--- src/design/adc_pkg.sv ---
package adc_pkg;
	// Register offsets on the plain register port
	localparam logic [2:0] OFS_SC1 = 3'h0;
	localparam logic [2:0] OFS_SC2 = 3'h1;
	localparam logic [2:0] OFS_RES_HI = 3'h2;
	localparam logic [2:0] OFS_RES_LO = 3'h3;
	localparam logic [2:0] OFS_CMP_HI = 3'h4;
	localparam logic [2:0] OFS_CMP_LO = 3'h5;
	localparam logic [2:0] OFS_CFG = 3'h6;
	// Field positions, status and control one
	localparam int SC1_COCO = 7;
	localparam int SC1_AIEN = 6;
	localparam int SC1_CONT = 5;
	// Field positions, status and control two
	localparam int SC2_ACTIVE = 7;
	localparam int SC2_TRIG = 6;
	localparam int SC2_CMP_EN = 5;
	localparam int SC2_CMP_GE = 4;
	// Field positions, configuration
	localparam int CFG_DIV_LSB = 5;
	localparam int CFG_TEN_BIT = 2;
	localparam int CFG_SRC_LSB = 0;
	// Input selection codes
	localparam logic [4:0] SEL_LAST_EXT = 5'h17;
	localparam logic [4:0] SEL_RES_A = 5'h18;
	localparam logic [4:0] SEL_RES_B = 5'h19;
	localparam logic [4:0] SEL_TEMP = 5'h1A;
	localparam logic [4:0] SEL_BANDGAP = 5'h1B;
	localparam logic [4:0] SEL_HIGH_A = 5'h1C;
	localparam logic [4:0] SEL_HIGH_B = 5'h1D;
	localparam logic [4:0] SEL_LOW = 5'h1E;
	localparam logic [4:0] SEL_OFF = 5'h1F;
	// Conversion clock source codes
	localparam logic [1:0] SRC_BUS = 2'h0;
	localparam logic [1:0] SRC_BUS_HALF = 2'h1;
	localparam logic [1:0] SRC_ALT = 2'h2;
	localparam logic [1:0] SRC_LOCAL = 2'h3;
	// Reset values
	localparam logic [4:0] SEL_RESET = 5'h1F;
	localparam logic [7:0] BYTE_RESET = 8'h00;
	// Sample phase length in conversion clock ticks
	localparam int SAMPLE_TICKS = 4;
	// Conversion sequencer states
	typedef enum logic [1:0] {ST_IDLE, ST_SAMPLE, ST_CONVERT} conv_state_t;
endpackage

--- src/design/adc_conversion_control.sv ---
`timescale 1ns/100ps
// What this block does
// - Codes 0..23 route external channels in order
// - Code 26 temperature sensor, 27 bandgap
// - Codes 24, 25 reserved, undefined result
// - Codes 28, 29 high reference, 30 low
// - All ones powers off, isolates input
// - Four conversion clock sources selectable
// - Alternate source is external reference clock
// - Source divided by ratio; software keeps range
// - Alternate clock ok in wait, not stop
// - Hardware trigger starts on counter overflow
// - Triggers accepted in run, wait, light stop
// - Register write or trigger starts conversion
// - Ten-bit approximation, right-justified 10/8 bit
// - Single or continuous; single returns idle
// - Completion flag and interrupt
// - Compare less-than or greater-or-equal
// - Keeps converting in wait; in light stop only on the local clock
module adc_conversion_control #(
	parameter int SAMPLE_LEN = adc_pkg::SAMPLE_TICKS // Sample phase ticks
) (
	input wire logic I_REF_CLK, // 40 MHz clock
	input wire logic I_RST, // Synchronous reset, high
	input wire logic [2:0] I_ADDR, // Register address
	input wire logic [7:0] I_WDATA, // Write data
	input wire logic I_WR, // Write strobe
	input wire logic I_RD, // Read strobe
	output logic [7:0] O_RDATA, // Read data, next cycle
	input wire logic I_HW_CONV_TRIGGER, // Counter overflow pin
	input wire logic I_EXT_REF_CLOCK_OUT, // Alternate clock pin
	input wire logic I_LOCAL_ASYNC_CONV_CLOCK, // Local async clock
	input wire logic I_CMP_HIGH, // Analog comparator, same clock
	input wire logic I_WAIT_MODE, // Wait mode
	input wire logic I_LIGHT_STOP_MODE, // Light stop mode
	input wire logic I_DEEP_STOP_MODE, // Deep stop mode
	output logic O_CONV_IRQ, // Completion interrupt
	output logic O_SAR_POWER, // Converter powered
	output logic O_SAMPLE, // Sample switch closed
	output logic [9:0] O_TRIAL_CODE, // Trial code to the DAC
	output logic [4:0] O_ROUTE_CHAN, // External channel index
	output logic O_ROUTE_EXT_EN, // External channel switch
	output logic O_ROUTE_TEMP, // Temperature sensor switch
	output logic O_ROUTE_BANDGAP, // Bandgap switch
	output logic O_ROUTE_HIGH_REF, // High reference switch
	output logic O_ROUTE_LOW_REF // Low reference switch
);
	// Trigger synchroniser
	logic [2:0] trig_sync_reg, trig_sync_next; // Stage 0 feeds only stage 1
	logic trig_lvl_reg, trig_lvl_next; // Accepted trigger level
	logic hw_evt; // One pulse per accepted rising edge
	// Software-visible registers
	logic coco_reg, coco_next; // Completion flag
	logic aien_reg, aien_next; // Interrupt enable
	logic cont_reg, cont_next; // Continuous mode
	logic [4:0] sel_reg, sel_next; // Selection code
	logic trig_src_reg, trig_src_next; // Hardware trigger chosen
	logic cmp_en_reg, cmp_en_next; // Compare enable
	logic cmp_ge_reg, cmp_ge_next; // Compare greater-or-equal
	logic [9:0] cmpv_reg, cmpv_next; // Compare value
	logic [1:0] div_reg, div_next; // Divider ratio code
	logic ten_reg, ten_next; // Ten-bit mode
	logic [1:0] src_reg, src_next; // Clock source
	logic [9:0] result_reg, result_next; // Result
	logic lock_reg, lock_next; // High byte read, low pending
	// Sequencer
	adc_pkg::conv_state_t state_reg, state_next; // Sequencer state
	logic [3:0] idx_reg, idx_next; // Bit under trial
	logic [9:0] approx_reg, approx_next; // Bits decided so far
	logic [3:0] scnt_reg, scnt_next; // Sample tick count
	// Output images
	logic [7:0] rdata_next; // Read data
	logic irq_next, power_next, sample_next; // Output next values
	logic [9:0] trial_next; // Trial code next
	logic conv_tick; // Conversion clock enable
	logic start, finish, hit; // Sequencer events
	logic [9:0] final_res; // Result at completion

	// One-hot weight of a bit position
	function automatic logic [9:0] weight(input logic [3:0] idx);
		weight = 10'(11'h001 << idx);
	endfunction

	// Match test; eight-bit mode ignores the top two bits
	function automatic logic cmp_match(input logic [9:0] res, input logic [9:0] cv,
			input logic ge, input logic ten);
		logic [9:0] a;
		logic [9:0] b;
		a = ten ? res : {2'h0, res[7:0]};
		b = ten ? cv : {2'h0, cv[7:0]};
		cmp_match = ge ? (a >= b) : (a < b);
	endfunction

	// Conversion clock: stop modes and clock gating decided inside
	conv_clock_gen u_clk (
		.i_clk(I_REF_CLK),
		.i_rst(I_RST),
		.i_src(src_reg),
		.i_div(div_reg),
		.i_run(state_reg != adc_pkg::ST_IDLE),
		.i_stop(I_LIGHT_STOP_MODE || I_DEEP_STOP_MODE),
		.i_alt_clk(I_EXT_REF_CLOCK_OUT),
		.i_local_clk(I_LOCAL_ASYNC_CONV_CLOCK),
		.o_tick(conv_tick)
	);

	// Analog switches follow the held selection code
	input_route_decode u_route (
		.i_clk(I_REF_CLK),
		.i_rst(I_RST),
		.i_code(sel_reg),
		.o_chan(O_ROUTE_CHAN),
		.o_ext_en(O_ROUTE_EXT_EN),
		.o_temp(O_ROUTE_TEMP),
		.o_bandgap(O_ROUTE_BANDGAP),
		.o_high_ref(O_ROUTE_HIGH_REF),
		.o_low_ref(O_ROUTE_LOW_REF)
	);

	// Trigger edge detection; the counter pin is asynchronous
	always_comb begin
		trig_sync_next = {trig_sync_reg[1:0], I_HW_CONV_TRIGGER};
		trig_lvl_next = trig_lvl_reg;
		if (trig_sync_reg[1] == trig_sync_reg[2]) begin
			trig_lvl_next = trig_sync_reg[2];
		end
		hw_evt = trig_lvl_next && !trig_lvl_reg;
	end

	always_ff @(posedge I_REF_CLK) begin
		if (I_RST) begin
			trig_sync_reg <= 3'h0;
			trig_lvl_reg <= 1'b0;
		end else begin
			trig_sync_reg <= trig_sync_next;
			trig_lvl_reg <= trig_lvl_next;
		end
	end

	// Registers, sequencer and outputs
	always_comb begin
		coco_next = coco_reg;
		aien_next = aien_reg;
		cont_next = cont_reg;
		sel_next = sel_reg;
		trig_src_next = trig_src_reg;
		cmp_en_next = cmp_en_reg;
		cmp_ge_next = cmp_ge_reg;
		cmpv_next = cmpv_reg;
		div_next = div_reg;
		ten_next = ten_reg;
		src_next = src_reg;
		result_next = result_reg;
		lock_next = lock_reg;
		state_next = state_reg;
		idx_next = idx_reg;
		approx_next = approx_reg;
		scnt_next = scnt_reg;
		start = 1'b0;
		finish = 1'b0;
		final_res = 10'h000;
		hit = 1'b0;
		// Sequencer steps on conversion clock ticks only
		unique case (state_reg)
			adc_pkg::ST_IDLE: begin
			end
			adc_pkg::ST_SAMPLE: begin
				if (conv_tick) begin
					scnt_next = scnt_reg + 4'h1;
					if (scnt_reg == 4'(SAMPLE_LEN - 1)) begin
						state_next = adc_pkg::ST_CONVERT;
						idx_next = ten_reg ? 4'h9 : 4'h7;
						approx_next = 10'h000;
					end
				end
			end
			adc_pkg::ST_CONVERT: begin
				if (conv_tick) begin
					// Keep the trial bit if input is at or above it
					if (I_CMP_HIGH) begin
						approx_next = approx_reg | weight(idx_reg);
					end
					idx_next = idx_reg - 4'h1;
					if (idx_reg == 4'h0) begin
						finish = 1'b1;
					end
				end
			end
		endcase
		// Completion: compare, store, flag, then idle or again
		if (finish) begin
			final_res = approx_next;
			hit = cmp_match(final_res, cmpv_reg, cmp_ge_reg, ten_reg);
			scnt_next = 4'h0;
			state_next = cont_reg ? adc_pkg::ST_SAMPLE : adc_pkg::ST_IDLE;
		end
		// Register writes; a control-one write aborts what runs
		if (I_WR) begin
			unique case (I_ADDR)
				adc_pkg::OFS_SC1: begin
					aien_next = I_WDATA[adc_pkg::SC1_AIEN];
					cont_next = I_WDATA[adc_pkg::SC1_CONT];
					sel_next = I_WDATA[4:0];
					coco_next = 1'b0;
					state_next = adc_pkg::ST_IDLE;
					finish = 1'b0;
					// All ones never starts a conversion
					if (!trig_src_reg && I_WDATA[4:0] != adc_pkg::SEL_OFF) begin
						start = 1'b1;
					end
				end
				adc_pkg::OFS_SC2: begin
					trig_src_next = I_WDATA[adc_pkg::SC2_TRIG];
					cmp_en_next = I_WDATA[adc_pkg::SC2_CMP_EN];
					cmp_ge_next = I_WDATA[adc_pkg::SC2_CMP_GE];
				end
				adc_pkg::OFS_CMP_HI: cmpv_next[9:8] = I_WDATA[1:0];
				adc_pkg::OFS_CMP_LO: cmpv_next[7:0] = I_WDATA;
				adc_pkg::OFS_CFG: begin
					div_next = I_WDATA[adc_pkg::CFG_DIV_LSB +: 2];
					ten_next = I_WDATA[adc_pkg::CFG_TEN_BIT];
					src_next = I_WDATA[adc_pkg::CFG_SRC_LSB +: 2];
				end
				default: begin
				end
			endcase
		end
		// Reading the high byte in ten-bit mode holds the pair
		if (I_RD && I_ADDR == adc_pkg::OFS_RES_HI && ten_reg) begin
			lock_next = 1'b1;
		end
		if (I_RD && I_ADDR == adc_pkg::OFS_RES_LO) begin
			lock_next = 1'b0;
			coco_next = 1'b0;
		end
		// Hardware start; accepted in run, wait and light stop
		if (trig_src_reg && hw_evt && state_reg == adc_pkg::ST_IDLE
				&& sel_reg != adc_pkg::SEL_OFF && !I_WR) begin
			start = 1'b1;
		end
		if (start) begin
			state_next = adc_pkg::ST_SAMPLE;
			scnt_next = 4'h0;
		end
		// Set wins over the clear of a read in the same cycle
		if (finish && (!cmp_en_reg || hit)) begin
			coco_next = 1'b1;
			// The pair lock only holds in ten-bit mode
			if (!lock_reg || !ten_reg) begin
				result_next = ten_reg ? final_res : {2'h0, final_res[7:0]};
			end
		end
		// Deep stop powers the converter down; wait and light keep it
		if (I_DEEP_STOP_MODE) begin
			state_next = adc_pkg::ST_IDLE;
		end
		// Read mux; unmapped offsets read zero
		rdata_next = 8'h00;
		if (I_RD) begin
			unique case (I_ADDR)
				adc_pkg::OFS_SC1: rdata_next = {coco_reg, aien_reg, cont_reg, sel_reg};
				adc_pkg::OFS_SC2: rdata_next = {state_reg != adc_pkg::ST_IDLE, trig_src_reg,
					cmp_en_reg, cmp_ge_reg, 4'h0};
				adc_pkg::OFS_RES_HI: rdata_next = {6'h00, result_reg[9:8]};
				adc_pkg::OFS_RES_LO: rdata_next = result_reg[7:0];
				adc_pkg::OFS_CMP_HI: rdata_next = {6'h00, cmpv_reg[9:8]};
				adc_pkg::OFS_CMP_LO: rdata_next = cmpv_reg[7:0];
				adc_pkg::OFS_CFG: rdata_next = {1'b0, div_reg, 2'h0, ten_reg, src_reg};
				default: rdata_next = 8'h00;
			endcase
		end
		irq_next = coco_next && aien_next;
		power_next = state_next != adc_pkg::ST_IDLE;
		sample_next = state_next == adc_pkg::ST_SAMPLE;
		trial_next = (state_next == adc_pkg::ST_CONVERT) ? (approx_next | weight(idx_next))
			: 10'h000;
	end

	always_ff @(posedge I_REF_CLK) begin
		if (I_RST) begin
			coco_reg <= 1'b0;
			aien_reg <= 1'b0;
			cont_reg <= 1'b0;
			sel_reg <= adc_pkg::SEL_RESET;
			trig_src_reg <= 1'b0;
			cmp_en_reg <= 1'b0;
			cmp_ge_reg <= 1'b0;
			cmpv_reg <= 10'h000;
			div_reg <= 2'h0;
			ten_reg <= 1'b0;
			src_reg <= adc_pkg::SRC_BUS;
			result_reg <= 10'h000;
			lock_reg <= 1'b0;
			state_reg <= adc_pkg::ST_IDLE;
			idx_reg <= 4'h0;
			approx_reg <= 10'h000;
			scnt_reg <= 4'h0;
			O_RDATA <= adc_pkg::BYTE_RESET;
			O_CONV_IRQ <= 1'b0;
			O_SAR_POWER <= 1'b0;
			O_SAMPLE <= 1'b0;
			O_TRIAL_CODE <= 10'h000;
		end else begin
			coco_reg <= coco_next;
			aien_reg <= aien_next;
			cont_reg <= cont_next;
			sel_reg <= sel_next;
			trig_src_reg <= trig_src_next;
			cmp_en_reg <= cmp_en_next;
			cmp_ge_reg <= cmp_ge_next;
			cmpv_reg <= cmpv_next;
			div_reg <= div_next;
			ten_reg <= ten_next;
			src_reg <= src_next;
			result_reg <= result_next;
			lock_reg <= lock_next;
			state_reg <= state_next;
			idx_reg <= idx_next;
			approx_reg <= approx_next;
			scnt_reg <= scnt_next;
			O_RDATA <= rdata_next;
			O_CONV_IRQ <= irq_next;
			O_SAR_POWER <= power_next;
			O_SAMPLE <= sample_next;
			O_TRIAL_CODE <= trial_next;
		end
	end
endmodule

--- src/design/input_route_decode.sv ---
`timescale 1ns/100ps
// Turns the held selection code into registered analog switch enables
module input_route_decode (
	input wire logic i_clk, // System clock
	input wire logic i_rst, // Synchronous reset
	input wire logic [4:0] i_code, // Selection code
	output logic [4:0] o_chan, // External channel index
	output logic o_ext_en, // External channel switch
	output logic o_temp, // Temperature sensor switch
	output logic o_bandgap, // Bandgap switch
	output logic o_high_ref, // High reference switch
	output logic o_low_ref // Low reference switch
);
	logic [4:0] chan_next; // Next channel index
	logic ext_next, temp_next, bg_next, hi_next, lo_next; // Next enables

	// Decode; reserved and off codes open every switch
	always_comb begin
		chan_next = 5'h00;
		ext_next = 1'b0;
		temp_next = 1'b0;
		bg_next = 1'b0;
		hi_next = 1'b0;
		lo_next = 1'b0;
		if (i_code <= adc_pkg::SEL_LAST_EXT) begin
			ext_next = 1'b1;
			chan_next = i_code;
		end
		temp_next = (i_code == adc_pkg::SEL_TEMP);
		bg_next = (i_code == adc_pkg::SEL_BANDGAP);
		hi_next = (i_code == adc_pkg::SEL_HIGH_A) || (i_code == adc_pkg::SEL_HIGH_B);
		lo_next = (i_code == adc_pkg::SEL_LOW);
	end

	// Register the enables so the switches see no decode glitches
	always_ff @(posedge i_clk) begin
		if (i_rst) begin
			o_chan <= 5'h00;
			o_ext_en <= 1'b0;
			o_temp <= 1'b0;
			o_bandgap <= 1'b0;
			o_high_ref <= 1'b0;
			o_low_ref <= 1'b0;
		end else begin
			o_chan <= chan_next;
			o_ext_en <= ext_next;
			o_temp <= temp_next;
			o_bandgap <= bg_next;
			o_high_ref <= hi_next;
			o_low_ref <= lo_next;
		end
	end
endmodule

--- src/design/conv_clock_gen.sv ---
`timescale 1ns/100ps
// Selects a conversion clock source and divides it into an enable tick
module conv_clock_gen (
	input wire logic i_clk, // System clock
	input wire logic i_rst, // Synchronous reset
	input wire logic [1:0] i_src, // Source select
	input wire logic [1:0] i_div, // Divide ratio, power of two
	input wire logic i_run, // Converter busy; idle clears divider
	input wire logic i_stop, // Light or deep stop mode
	input wire logic i_alt_clk, // Alternate clock pin
	input wire logic i_local_clk, // Local asynchronous clock
	output logic o_tick // One cycle per conversion clock
);
	logic [2:0] alt_sync_reg, alt_sync_next; // Alt synchroniser
	logic [2:0] loc_sync_reg, loc_sync_next; // Local synchroniser
	logic alt_lvl_reg, alt_lvl_next; // Accepted alt level
	logic loc_lvl_reg, loc_lvl_next; // Accepted local level
	logic half_reg, half_next; // Bus clock halving toggle
	logic [2:0] cnt_reg, cnt_next; // Divider count
	logic tick_next; // Next tick
	logic src_tick; // Raw source edge

	// Source selection, synchronisers and divider
	always_comb begin
		alt_sync_next = {alt_sync_reg[1:0], i_alt_clk};
		loc_sync_next = {loc_sync_reg[1:0], i_local_clk};
		// Levels move only when stages two and three agree
		alt_lvl_next = (alt_sync_reg[1] == alt_sync_reg[2]) ? alt_sync_reg[2] : alt_lvl_reg;
		loc_lvl_next = (loc_sync_reg[1] == loc_sync_reg[2]) ? loc_sync_reg[2] : loc_lvl_reg;
		half_next = ~half_reg;
		unique case (i_src)
			adc_pkg::SRC_BUS: src_tick = !i_stop;
			adc_pkg::SRC_BUS_HALF: src_tick = !i_stop && half_reg;
			// Alternate source is dead in both stop modes
			adc_pkg::SRC_ALT: src_tick = !i_stop && alt_lvl_next && !alt_lvl_reg;
			adc_pkg::SRC_LOCAL: src_tick = loc_lvl_next && !loc_lvl_reg;
		endcase
		cnt_next = cnt_reg;
		tick_next = 1'b0;
		if (!i_run) begin
			cnt_next = 3'h0;
		end else if (src_tick) begin
			// Ratio 1, 2, 4 or 8 of the chosen source
			if (cnt_reg == 3'((4'h1 << i_div) - 4'h1)) begin
				cnt_next = 3'h0;
				tick_next = 1'b1;
			end else begin
				cnt_next = cnt_reg + 3'h1;
			end
		end
	end

	// State registers only
	always_ff @(posedge i_clk) begin
		if (i_rst) begin
			alt_sync_reg <= 3'h0;
			loc_sync_reg <= 3'h0;
			alt_lvl_reg <= 1'b0;
			loc_lvl_reg <= 1'b0;
			half_reg <= 1'b0;
			cnt_reg <= 3'h0;
			o_tick <= 1'b0;
		end else begin
			alt_sync_reg <= alt_sync_next;
			loc_sync_reg <= loc_sync_next;
			alt_lvl_reg <= alt_lvl_next;
			loc_lvl_reg <= loc_lvl_next;
			half_reg <= half_next;
			cnt_reg <= cnt_next;
			o_tick <= tick_next;
		end
	end
endmodule

--- config.mk ---
export PLATFORM = sky130hd
export DESIGN_NAME = adc_conversion_control
export DESIGN_NICKNAME = d
export VERILOG_FILES = /design/src/design/adc_pkg.sv /design/src/design/adc_conversion_control.sv /design/src/design/input_route_decode.sv /design/src/design/conv_clock_gen.sv
export SDC_FILE = /design/constraint.sdc
export NUM_CORES = 1
export LEC_CHECK = 0
export BUFFER_PORTS_ARGS = -buffer_cell sky130_fd_sc_hd__buf_2
export CORE_UTILIZATION = 55
export CTS_BUF_LIST = sky130_fd_sc_hd__clkbuf_8
export CTS_CLUSTER_DIAMETER = 150
export DETAILED_ROUTE_END_ITERATION = 10
export MAX_ROUTING_LAYER = met4
export PLACE_DENSITY = 0.83
export SETUP_SLACK_MARGIN = 0.1
export SYNTH_ARGS = -nofsm -noshare
export SYNTH_HDL_FRONTEND = slang
export SYNTH_SLANG_ARGS = --single-unit
export TNS_END_PERCENT = 10
--- constraint.sdc ---
create_clock -name I_REF_CLK -period 3.59 [get_ports I_REF_CLK]
set_clock_uncertainty 0.1 [all_clocks]
set_input_delay 0.8975 -clock I_REF_CLK [delete_from_list [all_inputs] [get_ports I_REF_CLK]]
set_output_delay 0.8975 -clock I_REF_CLK [all_outputs]
set_load 0.05 [all_outputs]
==> insert_results.sql, run 1 <==
INSERT INTO impl_metrics (metric_group, metric, value, unit) VALUES
('hold_path', 'min_path_type', 'flop to flop', ''),
('global_route', 'first_pass_grt_wire_length', '19600', 'µm'),
('critical_path', 'critPathSlowestCell', 'o311a_1', ''),
('synthesis', 'synth_edf_count', '0', ''),
('place', 'io_buffer_count', '51', ''),
('timing', 'setup-violations-final', '0', ''),
('pwr', 'netSwitchingPower', '0.000553', 'W'),
('floorplan', 'dieArea', '0.00897', 'mm²'),
('critical_path', 'timing.rr.end', 'result_reg[2]', ''),
('place', 'post-dp-hpwl', '9060', 'µm'),
('flow_run', 'maxCapViolCount', '0', ''),
('synthesis', 'ys_dominant_reg_cell', 'dfxtp_1', ''),
('timing', 'slew_headroom', '45.6', '%'),
('timing', 'post-route-min-period', '3.57', 'ns'),
('global_route', 'first_global_vias', '4022', ''),
('pwr', 'p_sw_share', '27.0', '%'),
('critical_path', 'setup.worst_path.end_class', 'flop', ''),
('clocking', 'postCtsHoldBufs', '0', ''),
('hold_path', 'worstHoldStart', 'u_clk.half_reg', ''),
('pwr', 'power_leakage', '2.45', 'nW'),
('detailed_routing', 'wl_per_cell', '17.9', 'µm'),
('critical_path', 'reg2reg_depth', '15', ''),
('synthesis', 'netlist.top_cell.by_area', 'dfxtp_1', ''),
('floorplan', 'die-width', '94.7', 'µm'),
('detailed_routing', 'dr.pass1.iters', '5', ''),
('place', 'placed_area', '0.00536', 'mm²'),
('detailed_routing', 'vias_per_cell', '6.05', ''),
('critical_path', 'worst_path_bufs_invs', '3', ''),
('floorplan', 'floorplan.initialDensity', '57.2', '%'),
('hold_path', 'hold_path_end', 'u_clk.half_reg', ''),
('synthesis', 'syn_area', '0.00473', 'mm²'),
('layout', 'nets', '668', ''),
('global_route', 'grt_use_total', '29.9', '%'),
('pwr', 'clock_power_share', '34.2', '%'),
('critical_path', 'timing_startpoint_of_the_critical_path', 'I_CMP_HIGH', ''),
('layout', 'final_area', '0.00579', 'mm²'),
('run_status', 'status', 'complete, no violations', ''),
('detailed_routing', 'drt-total-wl', '13200', 'µm'),
('synthesis', 'yosys_register_bits', '105', ''),
('synthesis', 'post-synth-top-count-cell', 'dfxtp_1', ''),
('synthesis', 'synth_area_per_cell', '8.80', 'µm²'),
('synthesis', 'instance_count_of_the_mapped_netlist', '537', ''),
('clocking', 'clock_latency', '0.37', 'ns'),
('critical_path', 'critical_path_required', '3.77', 'ns'),
('floorplan', 'fp.coreArea', '0.00826', 'mm²'),
('place', 'place.detailed.instances', '708', ''),
('critical_path', 'timing.setup.critical_path_class', 'primary input to flop', ''),
('timing', 'achievable-frequency', '280', 'MHz'),
('synthesis', 'synth_warnings', '0', ''),
('place', 'detailedPlace.worstSlack', '-0.312', 'ns'),
('synthesis', 'mappedNetlistNets', '579', ''),
('clocking', 'path_clk_slew', '0.10', 'ns'),
('global_route', 'grt_remaining_overflow', '0', ''),
('detailed_routing', 'antenna_violating_nets_post_route', '0', ''),
('place', 'gp_routability_congestion', '0.932', ''),
('floorplan', 'io_pins', '53', ''),
('pwr', 'vdd_drop_max', '0.292', 'mV'),
('clocking', 'cts_htree_levels', '3', ''),
('critical_path', 'timing.critical_path.cells', 'buf_2, and4b_2, a31oi_1, nor2_1, a21oi_2, nor2_1, ha_1, nand4_1, buf_4, o311a_1, mux2_4, buf_4, o311a_1, a31o_2', ''),
('timing', 'timing_hold_violations_final', '0', ''),
('pwr', 'comb_power_share', '7.5', '%'),
('layout', 'insertedDiodeCount', '0', ''),
('critical_path', 'timing.critical_path.arrival', '3.75', 'ns'),
('synthesis', 'synthDistinctLibCells', '60', ''),
('critical_path', 'worstSetupStartpointType', 'primary input', ''),
('layout', 'stdcell_count', '736', ''),
('synthesis', 'postSynth.asyncResetShare', '0', '%'),
('detailed_routing', 'count_of_vias_placed_by_the_detailed_router', '4454', ''),
('floorplan', 'rows', '33', ''),
('timing', 'final.period_utilization', '99.5', '%'),
('pwr', 'power_report.internal_total', '0.00149', 'W');
[metrics by stage]
stage / power, W / utilization [%] / setup TNS, ns / hold slack (ns)
after floorplan: 0.00132 / - / -0.890 / 0.293
after global placement: 0.00136 / 64.9 / -2.34 / 0.300
after detailed placement: 0.00136 / 64.9 / -3.09 / 0.305
after CTS: 0.00204 / 68.3 / 0 / 0.319
after global routing: 0.00211 / 70.2 / -0.254 / 0.340
final: 0.00205 / 70.2 / 0 / 0.322
[layout make-up]
class,count,area (µm²)
Clock buffer,9,124
Clock inverter,7,55.1
Fill cell,618,2460
Multi-Input combinational cell,384,2650
Tap cell,105,131
Timing Repair Buffer,102,643
Sequential cell,105,2110
Inverter,24,90.1
[power groups by stage]
| stage | clock [W] | combinational, W | sequential, W |
|---|---|---|---|
| global placement | 0 | 0.000139 | 0.00122 |
| CTS | 0.000698 | 0.000145 | 0.00119 |
| global route | 0.000749 | 0.000164 | 0.00120 |
| finish | 0.000699 | 0.000153 | 0.00119 |
| floorplan | 0 | 0.0000796 | 0.00124 |
| detailed placement | 0 | 0.000143 | 0.00122 |
[layout by cell type (no fill, tap or decap), types with 4 or more instances in the layout]
master and n:
nor2b_1 23, a211oi_1 8, o21ai_0 8, ha_1 15, and2_1 11, buf_2 52
mux2_4 7, clkbuf_8 9, and3_1 6, inv_1 22, ha_4 4, a21oi_2 5
nor4_1 5, nor2_1 58, nor3_1 15, dfxtp_1 102, nand2_1 58, mux2i_1 19
nand2b_1 4, a31oi_1 8, a21oi_1 37, nand3_1 17, buf_4 48
[metal layers]
metal	GRT usage (%)	vias to the layer above	wire (µm)
met1	37.0	2115	5260
met5	-	-	0
li1	-	2063	-
met4	11.4	0	448
met2	46.3	232	6240
met3	8.21	44	1210
[logic make-up after synthesis]
logic type               Yosys count  synth area share [%]
AO/OA/AOI/OAI                    104                  14.4
XOR/XNOR                           4                 0.741
adder cells (fa/ha/maj)           20                  5.30
buffers and inverters             48                  4.00
flip-flops                       105                  44.5
multiplexers                      29                  6.65
AND/OR/NAND/NOR                  227                  24.4
[repair_timing]
action,CTS,global route
gates resized for setup,17,20
setup endpoints to repair,12,12
pin swaps,10,11
setup buffers,4,8
[worst max-delay path by stage]
| stage | end | depth (start not counted) |
|---|---|---|
| after floorplan | result_reg[0] | 12 |
| after global placement | result_reg[8] | 14 |
| after detailed placement | result_reg[6] | 14 |
| after CTS | result_reg[2] | 14 |
| after global routing | result_reg[2] | 15 |
| final | result_reg[2] | 14 |
Note: power is estimated with default switching activity, not from simulation.
==> run 2: changes to the inputs <==
PLACE_DENSITY = 0.82   (was 0.83)
SYNTH_HIERARCHICAL = 1   (was unset)
==> insert_results.sql, run 2 <==
INSERT INTO impl_metrics (metric_group, metric, value, unit) VALUES
('run_status', 'status', 'complete, no violations', ''),
('floorplan', 'io_pins', '53', ''),
('detailed_routing', 'drcViolationCount', '0', ''),
('synthesis', 'synth.area.top_cells', 'dfxtp_1, nor2_1, ha_1', ''),
('layout', 'mostFrequentLayoutCell', 'dfxtp_1', ''),
('timing', 'pins_over_their_slew_limit', '0', ''),
('synthesis', 'ys_top_cells_by_count', 'dfxtp_1, nor2_1, nand2_1', ''),
('critical_path', 'regToRegSetupSlack', '0.19', 'ns'),
('pwr', 'vdd_drop_max', '0.257', 'mV'),
('pwr', 'power_density', '371', 'mW/mm²'),
('synthesis', 'synth_area_per_cell', '8.98', 'µm²'),
('layout', 'most-common-layout-cells', 'dfxtp_1, nor2_1, buf_2', ''),
('synthesis', 'post-synth-top-count-cell', 'dfxtp_1', ''),
('critical_path', 'worstSetupStartpointType', 'flop', ''),
('critical_path', 'timing.rr.end', 'result_reg[0]', ''),
('synthesis', 'synth_warnings', '6', ''),
('layout', 'stdcell_count', '723', ''),
('timing', 'worst_hold_check_slack', '0.320', 'ns'),
('global_route', 'grt_remaining_overflow', '0', ''),
('timing', 'totalNegativeSetupSlack', '0', 'ns'),
('critical_path', 'timing.setup.critical_path_class', 'flop to flop', ''),
('detailed_routing', 'vias_per_cell', '5.89', ''),
('layout', 'insertedDiodeCount', '0', ''),
('critical_path', 'setup.worst_path.end_class', 'flop', ''),
('place', 'io_buffer_count', '51', ''),
('clocking', 'ctsRootBufferMaster', 'clkbuf_8', ''),
('flow_run', 'maxCapViolCount', '0', ''),
('detailed_routing', 'wl_per_cell', '16.8', 'µm'),
('synthesis', 'synth_fa_ha_area_share', '5.12', '%'),
('pwr', 'p_sw_share', '25.1', '%'),
('floorplan', 'dieHeight', '96.3', 'µm'),
('pwr', 'power_leakage', '2.37', 'nW'),
('synthesis', 'instance_count_of_the_mapped_netlist', '544', ''),
('pwr', 'power_report.internal_total', '0.00159', 'W'),
('pwr', 'comb_power_share', '7.4', '%'),
('detailed_routing', 'antenna_violating_nets_post_route', '0', ''),
('timing', 'slew_headroom', '51.7', '%'),
('place', 'gp_routability_congestion', '0.922', ''),
('synthesis', 'netlist.top_cell.by_area', 'dfxtp_1', ''),
('critical_path', 'critical_path_required', '3.77', 'ns'),
('synthesis', 'synthDistinctLibCells', '74', ''),
('clocking', 'numCtsBuffers', '9', ''),
('clocking', 'clock_latency', '0.37', 'ns'),
('place', 'place.detailed.instances', '698', ''),
('place', 'post-dp-hpwl', '8900', 'µm'),
('synthesis', 'synth.top_cell.area_share', '43.0', '%'),
('pwr', 'netSwitchingPower', '0.000531', 'W'),
('floorplan', 'floorplan.initialDensity', '56.3', '%'),
('clocking', 'cts_htree_levels', '3', ''),
('synthesis', 'mappedNetlistNets', '586', ''),
('synthesis', 'synth-compound-area-share', '15.7', '%'),
('global_route', 'first_pass_grt_wire_length', '18900', 'µm'),
('detailed_routing', 'dr.pass1.iters', '5', ''),
('synthesis', 'synth_edf_count', '0', ''),
('timing', 'achievable-frequency', '294', 'MHz'),
('synthesis', 'synth-simple-area-share', '25.3', '%'),
('floorplan', 'fp.coreArea', '0.00868', 'mm²'),
('synthesis', 'syn_area', '0.00489', 'mm²'),
('layout', 'layout-drive-gt1-share', '25.7', '%'),
('global_route', 'grt_antenna_before_repair', '0', ''),
('timing', 'setup-violations-final', '0', ''),
('timing', 'final.period_utilization', '94.8', '%'),
('detailed_routing', 'iter_0_drt_violations', '319', ''),
('timing', 'post-route-min-period', '3.40', 'ns'),
('detailed_routing', 'count_of_vias_placed_by_the_detailed_router', '4261', ''),
('synthesis', 'postSynth.asyncResetShare', '0', '%'),
('pwr', 'clock_power_share', '36.2', '%'),
('critical_path', 'critical_path_peak_fanout', '5', ''),
('clocking', 'cts_tree', 'built', ''),
('critical_path', 'timing.critical_path.arrival', '3.58', 'ns'),
('synthesis', 'yosys_register_bits', '105', ''),
('clocking', 'path_clk_slew', '0.10', 'ns'),
('global_route', 'grt_use_total', '28.1', '%'),
('synthesis', 'synth-seq-area-share', '43.0', '%'),
('global_route', 'largest_net_degree_at_the_start_of_global_routing', '39', ''),
('critical_path', 'r2r-start', 'state_reg[1]', ''),
('layout', 'nets', '652', ''),
('floorplan', 'dieArea', '0.00926', 'mm²'),
('hold_path', 'hold_path_end', 'u_clk/half_reg', ''),
('synthesis', 'synth_top_family_by_area', 'simple AND/OR/NAND/NOR gates', ''),
('floorplan', 'rows', '34', ''),
('timing', 'timing_hold_violations_final', '0', ''),
('synthesis', 'yosys.area_share.xor_xnor', '0.717', '%'),
('hold_path', 'min_path_type', 'flop to flop', ''),
('clocking', 'cts_sinks', '105', ''),
('global_route', 'first_global_vias', '3916', ''),
('detailed_routing', 'drt-total-wl', '12200', 'µm'),
('pwr', 'design_power_total', '0.00212', 'W'),
('critical_path', 'reg2reg_depth', '15', ''),
('timing', 'setup_repair_after_global_routing_missed_its_margin', 'true', ''),
('synthesis', 'post_synth_mux_area_share', '5.45', '%'),
('layout', 'area_delta_synth_final', '16.8', '%'),
('floorplan', 'die-width', '96.3', 'µm'),
('hold_path', 'whs_path_depth', '1', ''),
('timing', 'worst_slew_pin_slew', '0.724', 'ns'),
('clocking', 'clock_tree.buffer_depth', '2', ''),
('hold_path', 'worstHoldStart', 'u_clk/half_reg', ''),
('pwr', 'portion_of_total_power_attributed_to_sequential_cells', '56.4', '%'),
('layout', 'fin_util', '65.7', '%'),
('synthesis', 'ys_dominant_reg_cell', 'dfxtp_1', '');
## run 2: changes by cell type in the layout (fill, tap and decap cells not counted), sizes merged, moves of 7 or more
cell,before,now
nand2,58,49
buf,102,79
a211oi,10,3
nand2b,4,12
a21oi,45,38
nor3,16,23
## run 2: worst max-delay path, cell delays in order (launching register included)
cell and delay [ns]:
dfxtp_2 0.36, inv_2 0.06, ha_4 0.28, nand4_1 0.14, buf_4 0.18, nor3_4 0.27
a21oi_2 0.12, nor2_2 0.15, ha_1 0.26, nand4_1 0.16, a211oi_2 0.07, a2111oi_4 0.46
mux2_4 0.39, buf_4 0.16, nand3_1 0.08, o21ai_2 0.06
## run 2: logic make-up after synthesis
kind of cell | count (synthesis)
simple gates | 236
flops | 105
compound gates | 104
buf+inv | 51
mux | 24
fa+ha+maj | 20
xor+xnor | 4
## run 2: stage by stage
| step | area [µm²] | setup slack [ns] |
|---|---|---|
| 2_1_floorplan | 4890 | 0.206 |
| 3_3_place_gp | 5300 | -0.00145 |
| 3_5_place_dp | 5300 | -0.172 |
| 4_1_cts | 5550 | 0.0912 |
| 5_1_grt | 5710 | 0.0375 |
| 6_report | 5710 | 0.188 |
## run 2: worst max-delay path by stage
stage                    endpoint    startpoint  slack (ns)  depth (start not counted)
global route        result_reg[0]  state_reg[1]        0.04                         15
detailed placement  result_reg[6]    I_CMP_HIGH       -0.17                         12
global placement    result_reg[6]    I_CMP_HIGH      -0.001                         12
finish              result_reg[0]  state_reg[1]        0.19                         15
floorplan           result_reg[7]    I_CMP_HIGH        0.21                         12
CTS                 result_reg[0]  state_reg[1]        0.09                         13
## run 2: repair_timing
item / 4_1_cts / 5_1_grt
hold buffers: 0 / 0
buffers inserted: 2 / 5
pin swaps: 0 / 14
resized for setup: 3 / 29
setup endpoints to repair: 7 / 12
cloned: 1 / 1
## run 2: cell type report
type	count	area [µm²]
inverter	25	93.8
sequential	105	2110
tap	108	135
multi-input combinational	390	2690
timing repair buffer	79	469
clock inverter	6	73.8
fill	732	2970
clock buffer	10	138
## run 2: per-layer routing
metal | GRT usage, % | vias to the layer above | share of wire [%] | wire (µm)
li1 | - | 2045 | - | -
met1 | 34.6 | 2001 | 42 | 5080
met2 | 46.3 | 180 | 48 | 5900
met3 | 5.06 | 35 | 7.2 | 880
met4 | 9.70 | 0 | 2.6 | 315
met5 | - | - | 0 | 0
## run 2: power by group through the flow
stage          sequential [W]  combinational (W)  clock (W)
6_report              0.00119           0.000157   0.000766
5_1_grt               0.00120           0.000168   0.000826
4_1_cts               0.00119           0.000152   0.000783
3_5_place_dp          0.00122           0.000151          0
3_3_place_gp          0.00122           0.000148          0
2_1_floorplan         0.00124          0.0000864          0
==> run 3: changes to the inputs <==
CORE_UTILIZATION = 25   (was 55)
PLACE_DENSITY = 0.46   (was 0.82)
RECOVER_POWER = 25   (was unset)
==> insert_results.sql, run 3 (synthesized netlist as in run 2, its figures left out) <==
INSERT INTO impl_metrics (metric_group, metric, value, unit) VALUES
('floorplan', 'rows', '50', ''),
('hold_path', 'min_path_type', 'flop to flop', ''),
('detailed_routing', 'vias_per_cell', '4.65', ''),
('place', 'placed_area', '0.00556', 'mm²'),
('pwr', 'power_density', '366', 'mW/mm²'),
('clocking', 'clock_tree.buffer_depth', '2', ''),
('layout', 'final_area', '0.00592', 'mm²'),
('timing', 'achievable-frequency', '301', 'MHz'),
('layout', 'multiInputGateArea', '0.00268', 'mm²'),
('pwr', 'comb_power_share', '7.3', '%'),
('detailed_routing', 'iter_0_drt_violations', '319', ''),
('pwr', 'vdd_drop_max', '0.158', 'mV'),
('critical_path', 'critical_path_peak_fanout', '7', ''),
('clocking', 'cts_htree_levels', '3', ''),
('critical_path', 'setup.worst_path.end_class', 'flop', ''),
('critical_path', 'worst_path_dominant_cell_family', 'simple AND/OR/NAND/NOR gates', ''),
('critical_path', 'worstSetupStartpointType', 'flop', ''),
('detailed_routing', 'dr.pass1.iters', '4', ''),
('layout', 'fillCellCount', '2007', ''),
('timing', 'setup-violations-final', '0', ''),
('critical_path', 'timing_startpoint_of_the_critical_path', 'state_reg[1]', ''),
('clocking', 'path_clk_slew', '0.11', 'ns'),
('place', 'post-dp-hpwl', '10300', 'µm'),
('layout', 'nets', '655', ''),
('clocking', 'cts_sinks', '105', ''),
('floorplan', 'dieHeight', '142', 'µm'),
('place', 'gp_routability_congestion', '0.827', ''),
('timing', 'worst_slew_pin_slew', '1.44', 'ns'),
('timing', 'post-route-min-period', '3.33', 'ns'),
('detailed_routing', 'drt-total-wl', '13600', 'µm'),
('pwr', 'portion_of_total_power_attributed_to_sequential_cells', '55.1', '%'),
('timing', 'worst_hold_check_slack', '0.318', 'ns'),
('hold_path', 'whs_path_depth', '1', ''),
('pwr', 'clock_power_share', '37.6', '%'),
('layout', 'stdcell_count', '877', ''),
('timing', 'final.period_utilization', '92.7', '%'),
('pwr', 'power_report.internal_total', '0.00163', 'W'),
('global_route', 'first_global_vias', '3987', ''),
('global_route', 'grt_remaining_overflow', '0', ''),
('global_route', 'grt_antenna_before_repair', '0', ''),
('pwr', 'netSwitchingPower', '0.000540', 'W'),
('layout', 'most-common-layout-cells', 'dfxtp_1, nor2_1, buf_2', ''),
('timing', 'slew_headroom', '3.71', '%'),
('layout', 'insertedDiodeCount', '0', ''),
('floorplan', 'die-width', '142', 'µm'),
('clocking', 'ctsRootBufferMaster', 'clkbuf_8', ''),
('layout', 'mostFrequentLayoutCell', 'dfxtp_1', ''),
('critical_path', 'reg2reg_depth', '14', ''),
('critical_path', 'critical_path_required', '3.81', 'ns'),
('place', 'place.detailed.instances', '858', ''),
('detailed_routing', 'antenna_violating_nets_post_route', '0', ''),
('layout', 'area.sequential', '0.00210', 'mm²'),
('detailed_routing', 'drcViolationCount', '0', ''),
('pwr', 'p_sw_share', '24.9', '%'),
('detailed_routing', 'wl_per_cell', '15.5', 'µm'),
('global_route', 'largest_net_degree_at_the_start_of_global_routing', '32', ''),
('critical_path', 'timing.setup.critical_path_class', 'flop to flop', ''),
('timing', 'timing_hold_violations_final', '0', ''),
('critical_path', 'r2r-start', 'state_reg[1]', ''),
('critical_path', 'timing.critical_path.arrival', '3.54', 'ns'),
('place', 'io_buffer_count', '51', ''),
('critical_path', 'regToRegSetupSlack', '0.26', 'ns'),
('clocking', 'clock_latency', '0.39', 'ns'),
('detailed_routing', 'count_of_vias_placed_by_the_detailed_router', '4080', ''),
('critical_path', 'timing.rr.end', 'result_reg[4]', ''),
('clocking', 'numCtsBuffers', '9', ''),
('critical_path', 'critPathSlowestCell', 'a2111oi_4', ''),
('critical_path', 'critical_path.max_stage_delay', '0.45', 'ns'),
('critical_path', 'cp_num_cells', '14', ''),
('floorplan', 'floorplan.initialDensity', '25.8', '%'),
('timing', 'pins_over_their_slew_limit', '0', ''),
('global_route', 'first_pass_grt_wire_length', '21700', 'µm'),
('layout', 'layout-drive-gt1-share', '25.6', '%'),
('floorplan', 'io_pins', '53', ''),
('layout', 'fin_util', '31.2', '%'),
('critical_path', 'crit_path_end', 'result_reg[4]', ''),
('floorplan', 'fp.coreArea', '0.0190', 'mm²'),
('layout', 'area_delta_synth_final', '21.2', '%'),
('global_route', 'grt_use_total', '14.5', '%'),
('flow_run', 'maxCapViolCount', '0', ''),
('run_status', 'status', 'complete, no violations', ''),
('clocking', 'postCtsHoldBufs', '0', ''),
('timing', 'setup_repair_after_global_routing_missed_its_margin', 'true', ''),
('floorplan', 'dieArea', '0.0201', 'mm²'),
('clocking', 'cts_tree', 'built', ''),
('pwr', 'power_leakage', '2.38', 'nW'),
('critical_path', 'timing.critical_path.cells', 'inv_2, ha_4, nand4_1, buf_4, nor3b_4, a21oi_2, nor3_2, ha_1, nand4_4, inv_2, a2111oi_4, mux2_4, buf_4, o21ai_2', ''),
('critical_path', 'worst_path_bufs_invs', '4', '');
run 3: worst min-delay path by stage:
stage / from / endpoint / slack [ns]
6_report: u_clk/half_reg / u_clk/half_reg / 0.32
4_1_cts: u_clk/half_reg / u_clk/half_reg / 0.32
2_1_floorplan: u_clk/half_reg / u_clk/half_reg / 0.29
3_5_place_dp: u_clk/half_reg / u_clk/half_reg / 0.30
3_3_place_gp: u_clk/half_reg / u_clk/half_reg / 0.30
5_1_grt: u_clk/half_reg / u_clk/half_reg / 0.35
run 3: power groups by stage:
stage | Clock, W | Sequential (W) | Combinational (W)
2_1_floorplan | 0 | 0.00124 | 0.0000864
3_3_place_gp | 0 | 0.00122 | 0.000155
3_5_place_dp | 0 | 0.00122 | 0.000156
4_1_cts | 0.000849 | 0.00120 | 0.000157
5_1_grt | 0.000897 | 0.00120 | 0.000173
6_report | 0.000815 | 0.00120 | 0.000159
run 3: through the flow:
stage	setup slack (ns)	TNS, ns	total power (W)
2_1_floorplan	0.206	0	0.00132
3_3_place_gp	-0.0212	-0.0527	0.00138
3_5_place_dp	-0.0665	-0.316	0.00138
4_1_cts	0.101	0	0.00220
5_1_grt	0.0765	0	0.00227
6_report	0.263	0	0.00217
run 3: cell type report:
cell class / instances / share of cell area (%)
clock buffers: 9 / 2.09
clock inverters: 6 / 1.56
inverters: 25 / 1.59
multi-input cells: 389 / 45.2
flip-flops and latches: 105 / 35.6
well taps: 260 / 5.50
repair buffers: 83 / 8.50
run 3: layer usage:
layer / wire [µm] / vias up / global-route usage (%)
li1: - / 2057 / -
met1: 6610 / 1948 / 19.0
met2: 6330 / 64 / 22.8
met3: 510 / 11 / 2.60
met4: 144 / 0 / 4.24
met5: 0 / - / -
run 3: repair_timing:
item | CTS | global route
pin swaps | 0 | 12
setup endpoints to repair | 1 | 12
setup buffers | 1 | 2
cloned | 0 | 1
hold endpoints to repair | 0 | 0
gates resized for setup | 0 | 30
run 3: worst reg2reg max path, delay by kind of cell, from the launching register on:
family	cells	cell delay (ns)
AND/OR/NAND/NOR	4	0.69
adder cells (fa/ha/maj)	2	0.57
multiplexers	1	0.40
flip-flops	1	0.36
AO/OA/AOI/OAI	3	0.67
buffers and inverters	4	0.47
